`src/sensor_regs_pkg.sv`:
```
// Register map, field positions and timing constants of the sensor configuration block.
package sensor_regs_pkg;
  // Register addresses on the internal register port.
  localparam logic [7:0] ADDR_IRQ_STATUS = 8'h11;
  localparam logic [7:0] ADDR_LEVEL_LO = 8'h12;
  localparam logic [7:0] ADDR_LEVEL_HI = 8'h13;
  localparam logic [7:0] ADDR_READ_PORT = 8'h14;
  localparam logic [7:0] ADDR_WTM_LO = 8'h15;
  localparam logic [7:0] ADDR_WTM_HI = 8'h16;
  localparam logic [7:0] ADDR_CONTENT = 8'h17;
  localparam logic [7:0] ADDR_SAMPLING = 8'h18;
  localparam logic [7:0] ADDR_IRQ_SETUP = 8'h19;
  localparam logic [7:0] ADDR_SERIAL = 8'h1a;
  localparam logic [7:0] ADDR_POWER = 8'h1b;
  localparam logic [7:0] ADDR_OVERSAMPLE = 8'h1c;
  // Writable bits of each register; everything else reads as zero.
  localparam logic [7:0] MASK_WTM_HI = 8'h01;
  localparam logic [7:0] MASK_CONTENT = 8'h1f;
  localparam logic [7:0] MASK_SAMPLING = 8'h1f;
  localparam logic [7:0] MASK_IRQ_SETUP = 8'h7f;
  localparam logic [7:0] MASK_SERIAL = 8'h07;
  localparam logic [7:0] MASK_POWER = 8'h33;
  localparam logic [7:0] MASK_OVERSAMPLE = 8'h3f;
  localparam logic [7:0] REG_RESET = 8'h00;
  // Field positions.
  localparam int CT_ENABLE = 0;
  localparam int CT_STOP_FULL = 1;
  localparam int CT_TIME_EN = 2;
  localparam int CT_PRESS_EN = 3;
  localparam int CT_TEMP_EN = 4;
  localparam int SS_SUB_LSB = 0;
  localparam int SS_SRC_LSB = 3;
  localparam logic [1:0] SRC_FILTERED = 2'h1;
  localparam int IS_OPEN_DRAIN = 0;
  localparam int IS_ACT_HIGH = 1;
  localparam int IS_LATCH = 2;
  localparam int IS_FWM_EN = 3;
  localparam int IS_FULL_EN = 4;
  localparam int IS_DRDY_EN = 6;
  localparam int SP_THREE_WIRE = 0;
  localparam int SP_WDT_EN = 1;
  localparam int SP_WDT_LONG = 2;
  localparam int PW_PRESS = 0;
  localparam int PW_TEMP = 1;
  localparam int PW_MODE_LSB = 4;
  localparam int OS_PRESS_LSB = 0;
  localparam int OS_TEMP_LSB = 3;
  localparam int ST_FWM = 0;
  localparam int ST_FULL = 1;
  localparam int ST_DRDY = 3;
  // Queue frame bytes.
  localparam logic [7:0] HDR_DATA = 8'h80;
  localparam logic [7:0] HDR_CONTENT_MASK = 8'h18;
  localparam logic [7:0] HDR_TIME = 8'ha0;
  localparam logic [7:0] EMPTY_BYTE = 8'h80;
  localparam logic [2:0] TIME_FRAME_LEN = 3'h4;
  localparam int QUEUE_DEPTH = 512;
  // Watchdog periods.
  localparam int CLK_PERIOD_NS = 20;
  localparam int WDT_SHORT_NS = 1250000;
  localparam int WDT_LONG_NS = 40000000;
  localparam int WDT_SHORT_CYC = WDT_SHORT_NS / CLK_PERIOD_NS;
  localparam int WDT_LONG_CYC = WDT_LONG_NS / CLK_PERIOD_NS;
  typedef enum logic [2:0] {
    MODE_SLEEP = 3'b001,
    MODE_FORCED = 3'b010,
    MODE_NORMAL = 3'b100
  } meas_mode_t;
endpackage

```
`src/byte_queue.sv`:
```
// Byte-wide sample queue with overwrite of the oldest byte when pushed while full.
`timescale 1ns/1ps
module byte_queue #(
  parameter int DEPTH = 512,
  parameter int AW = 9
) (
  // Clock and reset.
  input wire logic clk,
  input wire logic rst_n,
  // Write side.
  input wire logic push,
  input wire logic [7:0] push_data,
  // Read side.
  input wire logic pop,
  output logic [7:0] head,
  output logic [AW:0] count,
  output logic full,
  output logic empty
);
  logic [7:0] mem [DEPTH];
  logic [AW-1:0] wr_ptr_ff;
  logic [AW-1:0] rd_ptr_ff;
  logic [AW:0] count_ff;
  wire do_pop = (pop && !empty) || (push && full && !pop);
  wire do_push = push;
  // Pushing into a full queue drops the oldest byte, so the count stays put.
  wire [AW:0] nxt_count = count_ff + (AW+1)'(do_push) - (AW+1)'(do_pop);

  assign head = mem[rd_ptr_ff];
  assign count = count_ff;
  assign full = count_ff == (AW+1)'(DEPTH);
  assign empty = count_ff == '0;

  always_ff @(posedge clk) begin
    if (do_push) begin
      mem[wr_ptr_ff] <= push_data;
    end
  end

  always_ff @(posedge clk or negedge rst_n) begin
    if (!rst_n) begin
      wr_ptr_ff <= '0;
      rd_ptr_ff <= '0;
      count_ff <= '0;
    end else begin
      wr_ptr_ff <= do_push ? wr_ptr_ff + 1'b1 : wr_ptr_ff;
      rd_ptr_ff <= do_pop ? rd_ptr_ff + 1'b1 : rd_ptr_ff;
      count_ff <= nxt_count;
    end
  end
endmodule

```
`src/sensor_cfg_regs.sv`:
```
// Configuration and status registers, sample queue front end and interrupt pin of the sensor.
//
// Operation
// - Queue fill count: low byte at 0x12, upper bits at 0x13.
// - Reading 0x14 returns the next queued byte and removes it.
// - Nine-bit watermark: bits 7..0 at 0x15, bit 8 at 0x16.
// - Samples enter the queue only while the queue enable bit is set.
// - Stop-on-full set halts storing when full; clear keeps writing.
// - Time-frame bit set returns a sensor-time frame after the last data frame.
// - Pressure stored only when bit 3 set, temperature only when bit 4 set.
// - Stored samples are decimated by two to the subsampling field.
// - Source code 1 picks filtered data; codes 0, 2, 3 pick unfiltered.
// - Interrupt control bit 0 selects push-pull (0) or open-drain (1).
// - Interrupt control bit 1 selects active low (0) or high (1).
// - Interrupt control bit 2 enables latching of watermark and full in pin and status; data ready always latches until read.
// - Watermark interrupt reported only while bit 3 is set.
// - Queue-full interrupt reported only while bit 4 is set.
// - Data-ready interrupt reported only while bit 6 is set.
// - Serial setup bit 0 selects four-wire (0) or three-wire (1) port.
// - Watchdog runs only while serial setup bit 1 is set; kept non-volatile.
// - Watchdog times out after 1.25 ms (bit 2 clear) or 40 ms.
// - Pressure measured only while power bit 0 is set.
// - Temperature measured only while power bit 1 is set.
// - Mode field: 00 sleep, 01 or 10 forced, 11 normal.
// - Oversampling: pressure bits 2:0, temperature bits 5:3, codes x1 to x32.
// - Status: watermark bit 0, full bit 1, data ready bit 3; clear on read.
`timescale 1ns/1ps
module sensor_cfg_regs
  import sensor_regs_pkg::*;
#(
  parameter int WDT_SHORT_CYCLES = WDT_SHORT_CYC,
  parameter int WDT_LONG_CYCLES = WDT_LONG_CYC,
  parameter int DEPTH = QUEUE_DEPTH,
  parameter int AW = 9
) (
  // Clock and reset.
  input wire logic clk,
  input wire logic rst_n,
  // Register port from the serial engines.
  input wire logic [7:0] reg_addr,
  input wire logic reg_wr,
  input wire logic reg_rd,
  input wire logic [7:0] reg_wdata,
  output logic [7:0] reg_rdata,
  // Measurement results.
  input wire logic meas_done,
  input wire logic [23:0] press_unfilt,
  input wire logic [23:0] press_filt,
  input wire logic [23:0] temp_unfilt,
  input wire logic [23:0] temp_filt,
  input wire logic [23:0] sensor_time,
  // Non-volatile watchdog settings and serial activity.
  input wire logic nvm_wdt_en,
  input wire logic nvm_wdt_long,
  input wire logic i2c_busy,
  // Measurement control.
  output logic press_meas_en,
  output logic temp_meas_en,
  output meas_mode_t meas_mode,
  output logic [2:0] press_oversample_ratio,
  output logic [2:0] temperature_oversample_ratio,
  // Serial port control.
  output logic three_wire_serial_select,
  output logic i2c_wdt_enable,
  output logic i2c_wdt_long,
  output logic i2c_wdt_expire,
  // Interrupt pin.
  output logic int_pin_out,
  output logic int_pin_oe_n
);
  logic [7:0] reg_rdata_ff;
  logic [8:0] wtm_ff;
  logic [7:0] content_ff;
  logic [7:0] sampling_ff;
  logic [7:0] irq_setup_ff;
  logic [7:0] serial_ff;
  logic [7:0] power_ff;
  logic [7:0] oversample_ff;
  logic [7:0] status_ff;
  logic nvm_loaded_ff;
  logic [6:0] sub_cnt_ff;
  logic [55:0] frame_ff;
  logic [2:0] frame_left_ff;
  logic [2:0] time_idx_ff;
  logic [23:0] time_snap_ff;
  logic [21:0] wdt_cnt_ff;
  logic i2c_wdt_expire_ff;
  logic int_pin_out_ff;
  logic int_pin_oe_n_ff;
  meas_mode_t meas_mode_ff;
  logic [7:0] q_head;
  logic [AW:0] q_count;
  logic q_full;
  logic q_empty;

  // Register port decode.
  wire wr_wtm_lo = reg_wr && reg_addr == ADDR_WTM_LO;
  wire wr_wtm_hi = reg_wr && reg_addr == ADDR_WTM_HI;
  wire wr_content = reg_wr && reg_addr == ADDR_CONTENT;
  wire wr_sampling = reg_wr && reg_addr == ADDR_SAMPLING;
  wire wr_irq = reg_wr && reg_addr == ADDR_IRQ_SETUP;
  wire wr_serial = reg_wr && reg_addr == ADDR_SERIAL;
  wire wr_power = reg_wr && reg_addr == ADDR_POWER;
  wire wr_osr = reg_wr && reg_addr == ADDR_OVERSAMPLE;
  wire rd_port = reg_rd && reg_addr == ADDR_READ_PORT;
  wire rd_status = reg_rd && reg_addr == ADDR_IRQ_STATUS;

  // Queue content setup.
  wire q_enable = content_ff[CT_ENABLE];
  wire stop_full = content_ff[CT_STOP_FULL];
  wire time_en = content_ff[CT_TIME_EN];
  wire store_press = content_ff[CT_PRESS_EN];
  wire store_temp = content_ff[CT_TEMP_EN];
  wire [2:0] sub_sel = sampling_ff[SS_SUB_LSB +: 3];
  wire use_filt = sampling_ff[SS_SRC_LSB +: 2] == SRC_FILTERED;
  wire [23:0] press_src = use_filt ? press_filt : press_unfilt;
  wire [23:0] temp_src = use_filt ? temp_filt : temp_unfilt;

  // Decimation keeps one sample in every 2^sub_sel conversions.
  wire [6:0] sub_mask = 7'((8'h01 << sub_sel) - 8'h01);
  wire sub_hit = (sub_cnt_ff & sub_mask) == 7'h00;
  wire any_content = store_press || store_temp;
  wire blocked = stop_full && q_full;
  // A conversion that lands while a frame is still being pushed is skipped.
  wire store_ev = meas_done && q_enable && any_content && sub_hit &&
                  frame_left_ff == 3'h0 && !blocked;
  wire [7:0] hdr = HDR_DATA | (content_ff & HDR_CONTENT_MASK);
  wire [55:0] frame_new = store_press ? {temp_src, press_src, hdr}
                                      : {24'h000000, temp_src, hdr};
  wire [2:0] len_new = 3'h1 + (store_press ? 3'h3 : 3'h0) + (store_temp ? 3'h3 : 3'h0);
  wire q_push = frame_left_ff != 3'h0 && q_enable && !blocked;
  wire q_pop = rd_port && !q_empty;

  // Time frame follows the last data byte while the queue is drained.
  wire time_phase = time_en && q_empty && time_idx_ff < TIME_FRAME_LEN;
  wire [7:0] time_byte = time_idx_ff == 3'h0 ? HDR_TIME
                       : time_idx_ff == 3'h1 ? sensor_time[7:0]
                       : time_idx_ff == 3'h2 ? time_snap_ff[15:8]
                       : time_snap_ff[23:16];
  wire [7:0] port_byte = !q_empty ? q_head : time_phase ? time_byte : EMPTY_BYTE;

  // Interrupt conditions and status.
  wire [9:0] wtm_ext = {1'b0, wtm_ff};
  wire fwm_cond = q_enable && 10'(q_count) >= wtm_ext;
  wire latch_on = irq_setup_ff[IS_LATCH];
  wire fwm_set = irq_setup_ff[IS_FWM_EN] && fwm_cond;
  wire full_set = irq_setup_ff[IS_FULL_EN] && q_full;
  wire drdy_set = irq_setup_ff[IS_DRDY_EN] && meas_done;
  // A set arriving with the clear of a read still lands in the flag.
  wire nxt_fwm = fwm_set || (latch_on && status_ff[ST_FWM] && !rd_status);
  wire nxt_full = full_set || (latch_on && status_ff[ST_FULL] && !rd_status);
  wire nxt_drdy = drdy_set || (status_ff[ST_DRDY] && !rd_status);
  wire [7:0] nxt_status = {4'h0, nxt_drdy, 1'b0, nxt_full, nxt_fwm};
  wire irq_active = nxt_fwm || nxt_full || nxt_drdy;
  wire pin_level = irq_setup_ff[IS_ACT_HIGH] ? irq_active : !irq_active;
  // Open-drain only ever pulls low; a high level is left to the pull-up.
  wire nxt_oe_n = irq_setup_ff[IS_OPEN_DRAIN] ? pin_level : 1'b0;
  wire nxt_pin = irq_setup_ff[IS_OPEN_DRAIN] ? 1'b0 : pin_level;

  // Read data selection.
  wire [7:0] rd_mux =
    ({8{reg_addr == ADDR_IRQ_STATUS}} & status_ff) |
    ({8{reg_addr == ADDR_LEVEL_LO}} & q_count[7:0]) |
    ({8{reg_addr == ADDR_LEVEL_HI}} & 8'(q_count[AW:8])) |
    ({8{reg_addr == ADDR_READ_PORT}} & port_byte) |
    ({8{reg_addr == ADDR_WTM_LO}} & wtm_ff[7:0]) |
    ({8{reg_addr == ADDR_WTM_HI}} & {7'h00, wtm_ff[8]}) |
    ({8{reg_addr == ADDR_CONTENT}} & content_ff) |
    ({8{reg_addr == ADDR_SAMPLING}} & sampling_ff) |
    ({8{reg_addr == ADDR_IRQ_SETUP}} & irq_setup_ff) |
    ({8{reg_addr == ADDR_SERIAL}} & serial_ff) |
    ({8{reg_addr == ADDR_POWER}} & power_ff) |
    ({8{reg_addr == ADDR_OVERSAMPLE}} & oversample_ff);

  // Measurement mode decode.
  wire [1:0] mode_code = power_ff[PW_MODE_LSB +: 2];
  wire meas_mode_t nxt_mode = mode_code == 2'h0 ? MODE_SLEEP
                            : mode_code == 2'h3 ? MODE_NORMAL : MODE_FORCED;

  // Watchdog on prolonged serial activity (i2c_busy held high).
  wire wdt_run = serial_ff[SP_WDT_EN] && i2c_busy;
  wire [21:0] wdt_limit = serial_ff[SP_WDT_LONG] ? 22'(WDT_LONG_CYCLES - 1)
                                                 : 22'(WDT_SHORT_CYCLES - 1);
  wire wdt_hit = wdt_run && wdt_cnt_ff >= wdt_limit;

  byte_queue #(
    .DEPTH(DEPTH),
    .AW(AW)
  ) u_queue (
    .clk(clk),
    .rst_n(rst_n),
    .push(q_push),
    .push_data(frame_ff[7:0]),
    .pop(q_pop),
    .head(q_head),
    .count(q_count),
    .full(q_full),
    .empty(q_empty)
  );

  always_ff @(posedge clk or negedge rst_n) begin
    if (!rst_n) begin
      wtm_ff <= 9'h000;
      content_ff <= REG_RESET;
      sampling_ff <= REG_RESET;
      irq_setup_ff <= REG_RESET;
      power_ff <= REG_RESET;
      oversample_ff <= REG_RESET;
    end else begin
      if (wr_wtm_lo) begin
        wtm_ff[7:0] <= reg_wdata;
      end
      if (wr_wtm_hi) begin
        wtm_ff[8] <= reg_wdata[0] & MASK_WTM_HI[0];
      end
      content_ff <= wr_content ? reg_wdata & MASK_CONTENT : content_ff;
      sampling_ff <= wr_sampling ? reg_wdata & MASK_SAMPLING : sampling_ff;
      irq_setup_ff <= wr_irq ? reg_wdata & MASK_IRQ_SETUP : irq_setup_ff;
      power_ff <= wr_power ? reg_wdata & MASK_POWER : power_ff;
      oversample_ff <= wr_osr ? reg_wdata & MASK_OVERSAMPLE : oversample_ff;
    end
  end

  // Watchdog settings come from non-volatile storage on the first edge after reset.
  always_ff @(posedge clk or negedge rst_n) begin
    if (!rst_n) begin
      serial_ff <= REG_RESET;
      nvm_loaded_ff <= 1'b0;
    end else begin
      nvm_loaded_ff <= 1'b1;
      if (!nvm_loaded_ff) begin
        serial_ff <= {5'h00, nvm_wdt_long, nvm_wdt_en, 1'b0};
      end else if (wr_serial) begin
        serial_ff <= reg_wdata & MASK_SERIAL;
      end
    end
  end

  always_ff @(posedge clk or negedge rst_n) begin
    if (!rst_n) begin
      sub_cnt_ff <= 7'h00;
      frame_ff <= '0;
      frame_left_ff <= 3'h0;
    end else begin
      sub_cnt_ff <= (meas_done && q_enable) ? sub_cnt_ff + 7'h01 : sub_cnt_ff;
      if (store_ev) begin
        frame_ff <= frame_new;
        frame_left_ff <= len_new;
      end else if (blocked || !q_enable) begin
        frame_left_ff <= 3'h0;
      end else if (q_push) begin
        frame_ff <= {8'h00, frame_ff[55:8]};
        frame_left_ff <= frame_left_ff - 3'h1;
      end
    end
  end

  always_ff @(posedge clk or negedge rst_n) begin
    if (!rst_n) begin
      time_idx_ff <= 3'h0;
      time_snap_ff <= 24'h000000;
    end else begin
      if (!q_empty) begin
        time_idx_ff <= 3'h0;
      end else if (rd_port && time_phase) begin
        time_idx_ff <= time_idx_ff + 3'h1;
      end
      if (rd_port && time_phase && time_idx_ff == 3'h1) begin
        time_snap_ff <= sensor_time;
      end
    end
  end

  always_ff @(posedge clk or negedge rst_n) begin
    if (!rst_n) begin
      reg_rdata_ff <= 8'h00;
      status_ff <= 8'h00;
      int_pin_out_ff <= 1'b1;
      int_pin_oe_n_ff <= 1'b0;
      meas_mode_ff <= MODE_SLEEP;
    end else begin
      reg_rdata_ff <= reg_rd ? rd_mux : reg_rdata_ff;
      status_ff <= nxt_status;
      int_pin_out_ff <= nxt_pin;
      int_pin_oe_n_ff <= nxt_oe_n;
      meas_mode_ff <= nxt_mode;
    end
  end

  always_ff @(posedge clk or negedge rst_n) begin
    if (!rst_n) begin
      wdt_cnt_ff <= 22'h000000;
      i2c_wdt_expire_ff <= 1'b0;
    end else begin
      wdt_cnt_ff <= (!wdt_run || wdt_hit) ? 22'h000000 : wdt_cnt_ff + 22'h000001;
      i2c_wdt_expire_ff <= wdt_hit;
    end
  end

  assign reg_rdata = reg_rdata_ff;
  assign press_meas_en = power_ff[PW_PRESS];
  assign temp_meas_en = power_ff[PW_TEMP];
  assign meas_mode = meas_mode_ff;
  assign press_oversample_ratio = oversample_ff[OS_PRESS_LSB +: 3];
  assign temperature_oversample_ratio = oversample_ff[OS_TEMP_LSB +: 3];
  assign three_wire_serial_select = serial_ff[SP_THREE_WIRE];
  assign i2c_wdt_enable = serial_ff[SP_WDT_EN];
  assign i2c_wdt_long = serial_ff[SP_WDT_LONG];
  assign i2c_wdt_expire = i2c_wdt_expire_ff;
  assign int_pin_out = int_pin_out_ff;
  assign int_pin_oe_n = int_pin_oe_n_ff;

  chk_level_read: assert property (@(posedge clk) disable iff (!rst_n)
    reg_rd && reg_addr == ADDR_LEVEL_LO |=> reg_rdata == $past(q_count[7:0]))
    else $error("level low byte read wrong");
  chk_port_pop: assert property (@(posedge clk) disable iff (!rst_n)
    rd_port && !q_empty && !q_push |=> reg_rdata == $past(q_head) &&
    q_count == $past(q_count) - 10'h001)
    else $error("read port did not pop head");
  chk_wtm_write: assert property (@(posedge clk) disable iff (!rst_n)
    wr_wtm_hi ##1 !wr_wtm_hi ##1 reg_rd && reg_addr == ADDR_WTM_HI |=>
    reg_rdata == {7'h00, $past(reg_wdata[0], 3)})
    else $error("watermark high bit lost");
  chk_disabled_idle: assert property (@(posedge clk) disable iff (!rst_n)
    !q_enable && $stable(q_enable) |=> $stable(q_count) || q_count < $past(q_count))
    else $error("queue grew while disabled");
  chk_stop_full: assert property (@(posedge clk) disable iff (!rst_n)
    q_full && stop_full && !rd_port |=> q_full && frame_left_ff == 3'h0)
    else $error("stop on full did not halt");
  chk_time_frame: assert property (@(posedge clk) disable iff (!rst_n)
    rd_port && q_empty && time_en && time_idx_ff == 3'h0 |=> reg_rdata == HDR_TIME)
    else $error("time frame header missing");
  chk_irq_pin: assert property (@(posedge clk) disable iff (!rst_n)
    !irq_setup_ff[IS_OPEN_DRAIN] && irq_setup_ff[IS_ACT_HIGH] && $stable(irq_setup_ff)
    |=> !int_pin_oe_n && int_pin_out == (status_ff != 8'h00))
    else $error("interrupt pin level wrong");
  chk_status_clear: assert property (@(posedge clk) disable iff (!rst_n)
    rd_status && !latch_on && !meas_done ##1 !meas_done && !fwm_cond && !q_full |=>
    status_ff == 8'h00)
    else $error("status not cleared by read");
  chk_wdt_short: assert property (@(posedge clk) disable iff (!rst_n)
    wdt_run && !serial_ff[SP_WDT_LONG] |-> wdt_cnt_ff < 22'(WDT_SHORT_CYCLES))
    else $error("short watchdog overran");
  chk_mode_map: assert property (@(posedge clk) disable iff (!rst_n)
    wr_power && reg_wdata[PW_MODE_LSB +: 2] == 2'h3 ##1 !wr_power |=>
    meas_mode == MODE_NORMAL)
    else $error("normal mode not selected");
endmodule

```
`config.mk`:
```
export PLATFORM = sky130hd
export DESIGN_NAME = sensor_cfg_regs
export DESIGN_NICKNAME = d
export VERILOG_FILES = /design/src/sensor_regs_pkg.sv /design/src/byte_queue.sv /design/src/sensor_cfg_regs.sv
export SDC_FILE = /design/constraint.sdc
export NUM_CORES = 2
export LEC_CHECK = 0
export BUFFER_PORTS_ARGS = -buffer_cell sky130_fd_sc_hd__buf_4
export CAP_MARGIN = 20
export CORE_UTILIZATION = 40
export CTS_CLUSTER_DIAMETER = 30
export DETAILED_ROUTE_END_ITERATION = 10
export PLACE_DENSITY = 0.62
export SYNTH_ARGS = -nofsm -noshare
export SYNTH_HDL_FRONTEND = slang
export SYNTH_SLANG_ARGS = --single-unit
```
`constraint.sdc`:
```
create_clock -name clk -period 20.9 [get_ports clk]
set_input_delay 4.18 -clock clk [delete_from_list [all_inputs] [get_ports clk]]
set_output_delay 4.18 -clock clk [all_outputs]
set_load 0.005 [all_outputs]
```
==> reports/metrics.yaml <==
floorplanning:
  die_w_microns: 651.2
  start_util_pct: 40.16
  rows: 238
  die_y_microns: 651.2
  coreArea_sq_um: 419900
  io_pins: 169
  fp.dieArea_sq_um: 424100
worst_setup_path:
  crit_fanout: 7
  crit_path_end_kind: "flop"
  worstPathRequired_ns: 21.89
  reg2reg_to: "reg_rdata[4]"
  timing.rr.start: "u_queue.rd_ptr_ff[1]"
  criticalPathCategory: "input port to flop"
  startpoint: "reg_addr[5]"
  r2r_slack_ns: 13.56
  cp.arrival_ns: 8.49
  crit_path_start_kind: "input port"
  r2r_cells: 13
worst_hold_path:
  hold_end: "frame_ff[53]"
  hold_class: "flop to flop"
  min_path_cells: 2
  worstHoldStart: "frame_ff[53]"
synthesis:
  synth-async-reset-ratio_pct: 4.478
  netlist_area_sq_um: 168600
  yosysTopAreaCell: "edfxtp_1"
  syn-num-nets: 8430
  synth_edf_count: 4096
  synth_warnings: 0
  yosysUniqueCellTypes: 75
  synth_cells: 8232
  netlist.area_leader.share_pct: 72.95
  ys.flop_type: "edfxtp_1"
  syn_area_per_cell_sq_um: 20.48
  synthTopCellsByArea: "edfxtp_1 (73%), mux4_2 (14%), dfrtp_1 (2.8%)"
  synth-seq-cells: 4288
  seq_area_frac_synth_pct: 75.80
timing:
  period_needed_ns: 7.504
  post-route-period-util_pct: 35.90
  hold_viol: 0
  max_freq_mhz: 133.3
  tightest_slew_ns: 1.214
  tns_ns: 0
  rsz0062_at_grt: "false"
  slew_headroom_pct: 18.87
  final_max_slew_viol_count: 0
  worst_clock_skew_ns: 0.06225
  finalSetupViolCount: 0
clocking:
  cts_tree: "built"
  post_cts_resized: 0
  clk_pin_slew_ns: 0.05
  cts_root_buffer: "clkbuf_16"
  cts_buffers: 769
  cts_max_level: 6
  post_cts_buffers: 0
  cts.path.max_buffers: 4
  insertion_delay_ns: 1.10
  clkSinkCount: 4288
  hold_buffers: 0
layout:
  fillers: 33674
  layout-drive-gt1-share_pct: 28.76
  seqCellArea_sq_um: 127900
  layout_common_cells: "edfxtp_1 (4,096), mux4_2 (1,038), clkbuf_16 (773)"
  syn_to_final_growth_pct: 20.15
  final_common_cell: "edfxtp_1"
  multiInputGateArea_sq_um: 38260
  nets: 9053
  stdcell_count: 15051
routing:
  vias: 88131
  drt.antenna.violating_nets: 0
  wl_mm: 464.0
  wl_per_cell_microns: 30.83
  drc: 0
  dr.pass1.iters: 8
  via_per_inst: 5.855
  drtIter0Drc: 10554
placed_design:
  portBuffers: 168
  dp_cells: 13599
  hpwl_mm: 268.3
  globalplace.congestion: 0.8820
global_route:
  grt_pass1_vias: 89992
  antenna_found_initial: 25
  grt_usage_pct: 21.48
  grt_pass1_wl_mm: 659.8
  grt.overflow.total: 0
  grt_start_max_net_pins: 207
power_and_ir_drop:
  pwr_density_cell_nw_per_um2: 112.2
  peakVddDrop_uv: 106.8
  p_leak_nw: 67.38
outcome:
  status: "completed"
run:
  cap_violations: 0
-- flip-flops by register name (all words and copies together) (netlist names), 3 cells and up --
register	count
u_queue.count	10
wdt_cnt_ff	22
u_queue.mem	4096
reg_rdata	8
frame_left_ff	3
time_idx_ff	3
content_ff	5
power_ff	4
frame_ff	56
u_queue.wr_ptr_ff	9
meas_mode	3
status_ff	3
oversample_ff	6
wtm_ff	9
u_queue.rd_ptr_ff	9
serial_ff	3
time_snap_ff	16
irq_setup_ff	7
sampling_ff	5
sub_cnt_ff	7
-- synth_stat cells, types with 6 or more instances --
master and count:
a221oi_1 75, a21oi_1 160, nor4_1 9, o22ai_1 82
a222oi_1 6, a21o_1 10, xor2_1 22, nand2b_1 9
o21ai_1 6, a221o_1 6, nor2b_1 29, mux2i_1 282
inv_1 46, buf_4 70, buf_2 90, a31oi_1 38
mux2_2 72, nand3_1 80, nand4_1 8, a211oi_1 22
mux4_2 1038, nand2_1 275, nor3_1 22, buf_1 28
edfxtp_1 4096, dfrtp_1 190, nor2_1 667, ha_1 53
a311oi_1 6, o21ai_0 104, a22o_1 50, buf_6 47
and3_1 19, o221ai_1 37, xnor2_1 31, clkbuf_1 262
o211ai_1 16, a22oi_1 75, or3_1 6
-- report_power, final --
part	leakage (nW)	internal [mW]	switching, mW	total [mW]
sequential	42.5	9.49	0.0525	9.54
clock	12.6	8.06	4.42	12.5
combinational	12.3	0.273	0.422	0.695
-- final cells by class --
class / count / share of cell area (%)
antenna: 6 / 0.007411
tap: 5520 / 3.409
multi-input combinational: 3395 / 18.89
sequential: 4288 / 63.11
inverter: 49 / 0.09511
clock buffer: 885 / 9.790
timing repair buffer: 352 / 1.425
clock inverter: 556 / 3.276
-- worst max-delay path, cell delays in order --
cell and delay [ns]:
buf_4 0.11, or4b_1 0.58, nor3_1 0.44, nand3_1 0.38
nor2_1 0.36, a21o_1 0.30, ha_1 0.22, inv_1 0.07
ha_1 0.28, a21o_1 0.17, a21oi_1 0.23, o21bai_1 0.11
a21oi_1 0.23, o21bai_1 0.10, a21oi_1 0.24, o21bai_1 0.11
a21oi_1 0.20, xor2_1 0.16
-- routing by layer --
layer / wire length, microns / share of wire [%] / vias to the layer above / GRT usage (%)
met5: 325 / 0.070 / - / 0.5320
met4: 16000 / 3.4 / 14 / 7.469
met3: 47620 / 10 / 861 / 5.621
met2: 218700 / 47 / 4898 / 33.66
met1: 181300 / 39 / 46735 / 29.10
li1: - / - / 35623 / -
-- how the worst max path moves through the flow --
stage / endpoint / slack (ns) / cells past startpoint
after floorplan: u_queue.count[9] / 13.42 / 18
after global placement: u_queue.count[9] / 12.32 / 18
after detailed placement: u_queue.count[9] / 12.41 / 18
after CTS: u_queue.count[9] / 13.56 / 18
after global routing: u_queue.count[9] / 13.19 / 18
final: u_queue.count[9] / 13.40 / 18
-- logic make-up (layout without fill, tap and decap cells) --
family | after synthesis | count (layout) | synth area share (%)
xor gates and xnor gates | 53 | 53 | 0.2753
adders and majority gates | 54 | 54 | 0.4052
DFF | 4288 | 4288 | 75.80
buffers and inverters | 549 | 1842 | 1.674
other | 1 | 7 | 0.002224
and+or+nand+nor | 1156 | 1156 | 2.847
AOI/OAI and AO/OA | 739 | 739 | 2.976
muxes | 1392 | 1392 | 16.02
-- stage by stage --
stage / power (mW) / area, sq um / setup WS (ns) / hold WS [ns] / util (%)
finish: 22.72 / 202600 / 13.40 / 0.4834 / 48.25
global route: 23.27 / 202600 / 13.19 / 0.5174 / 48.25
CTS: 22.83 / 202500 / 13.56 / 0.4803 / 48.23
detailed placement: 10.40 / 176000 / 12.41 / 0.4697 / 41.92
global placement: 10.38 / 176000 / 12.32 / 0.4618 / 41.92
floorplan: 10.22 / 168600 / 13.42 / 0.4492 / -
(Power assumes the default switching activity.)
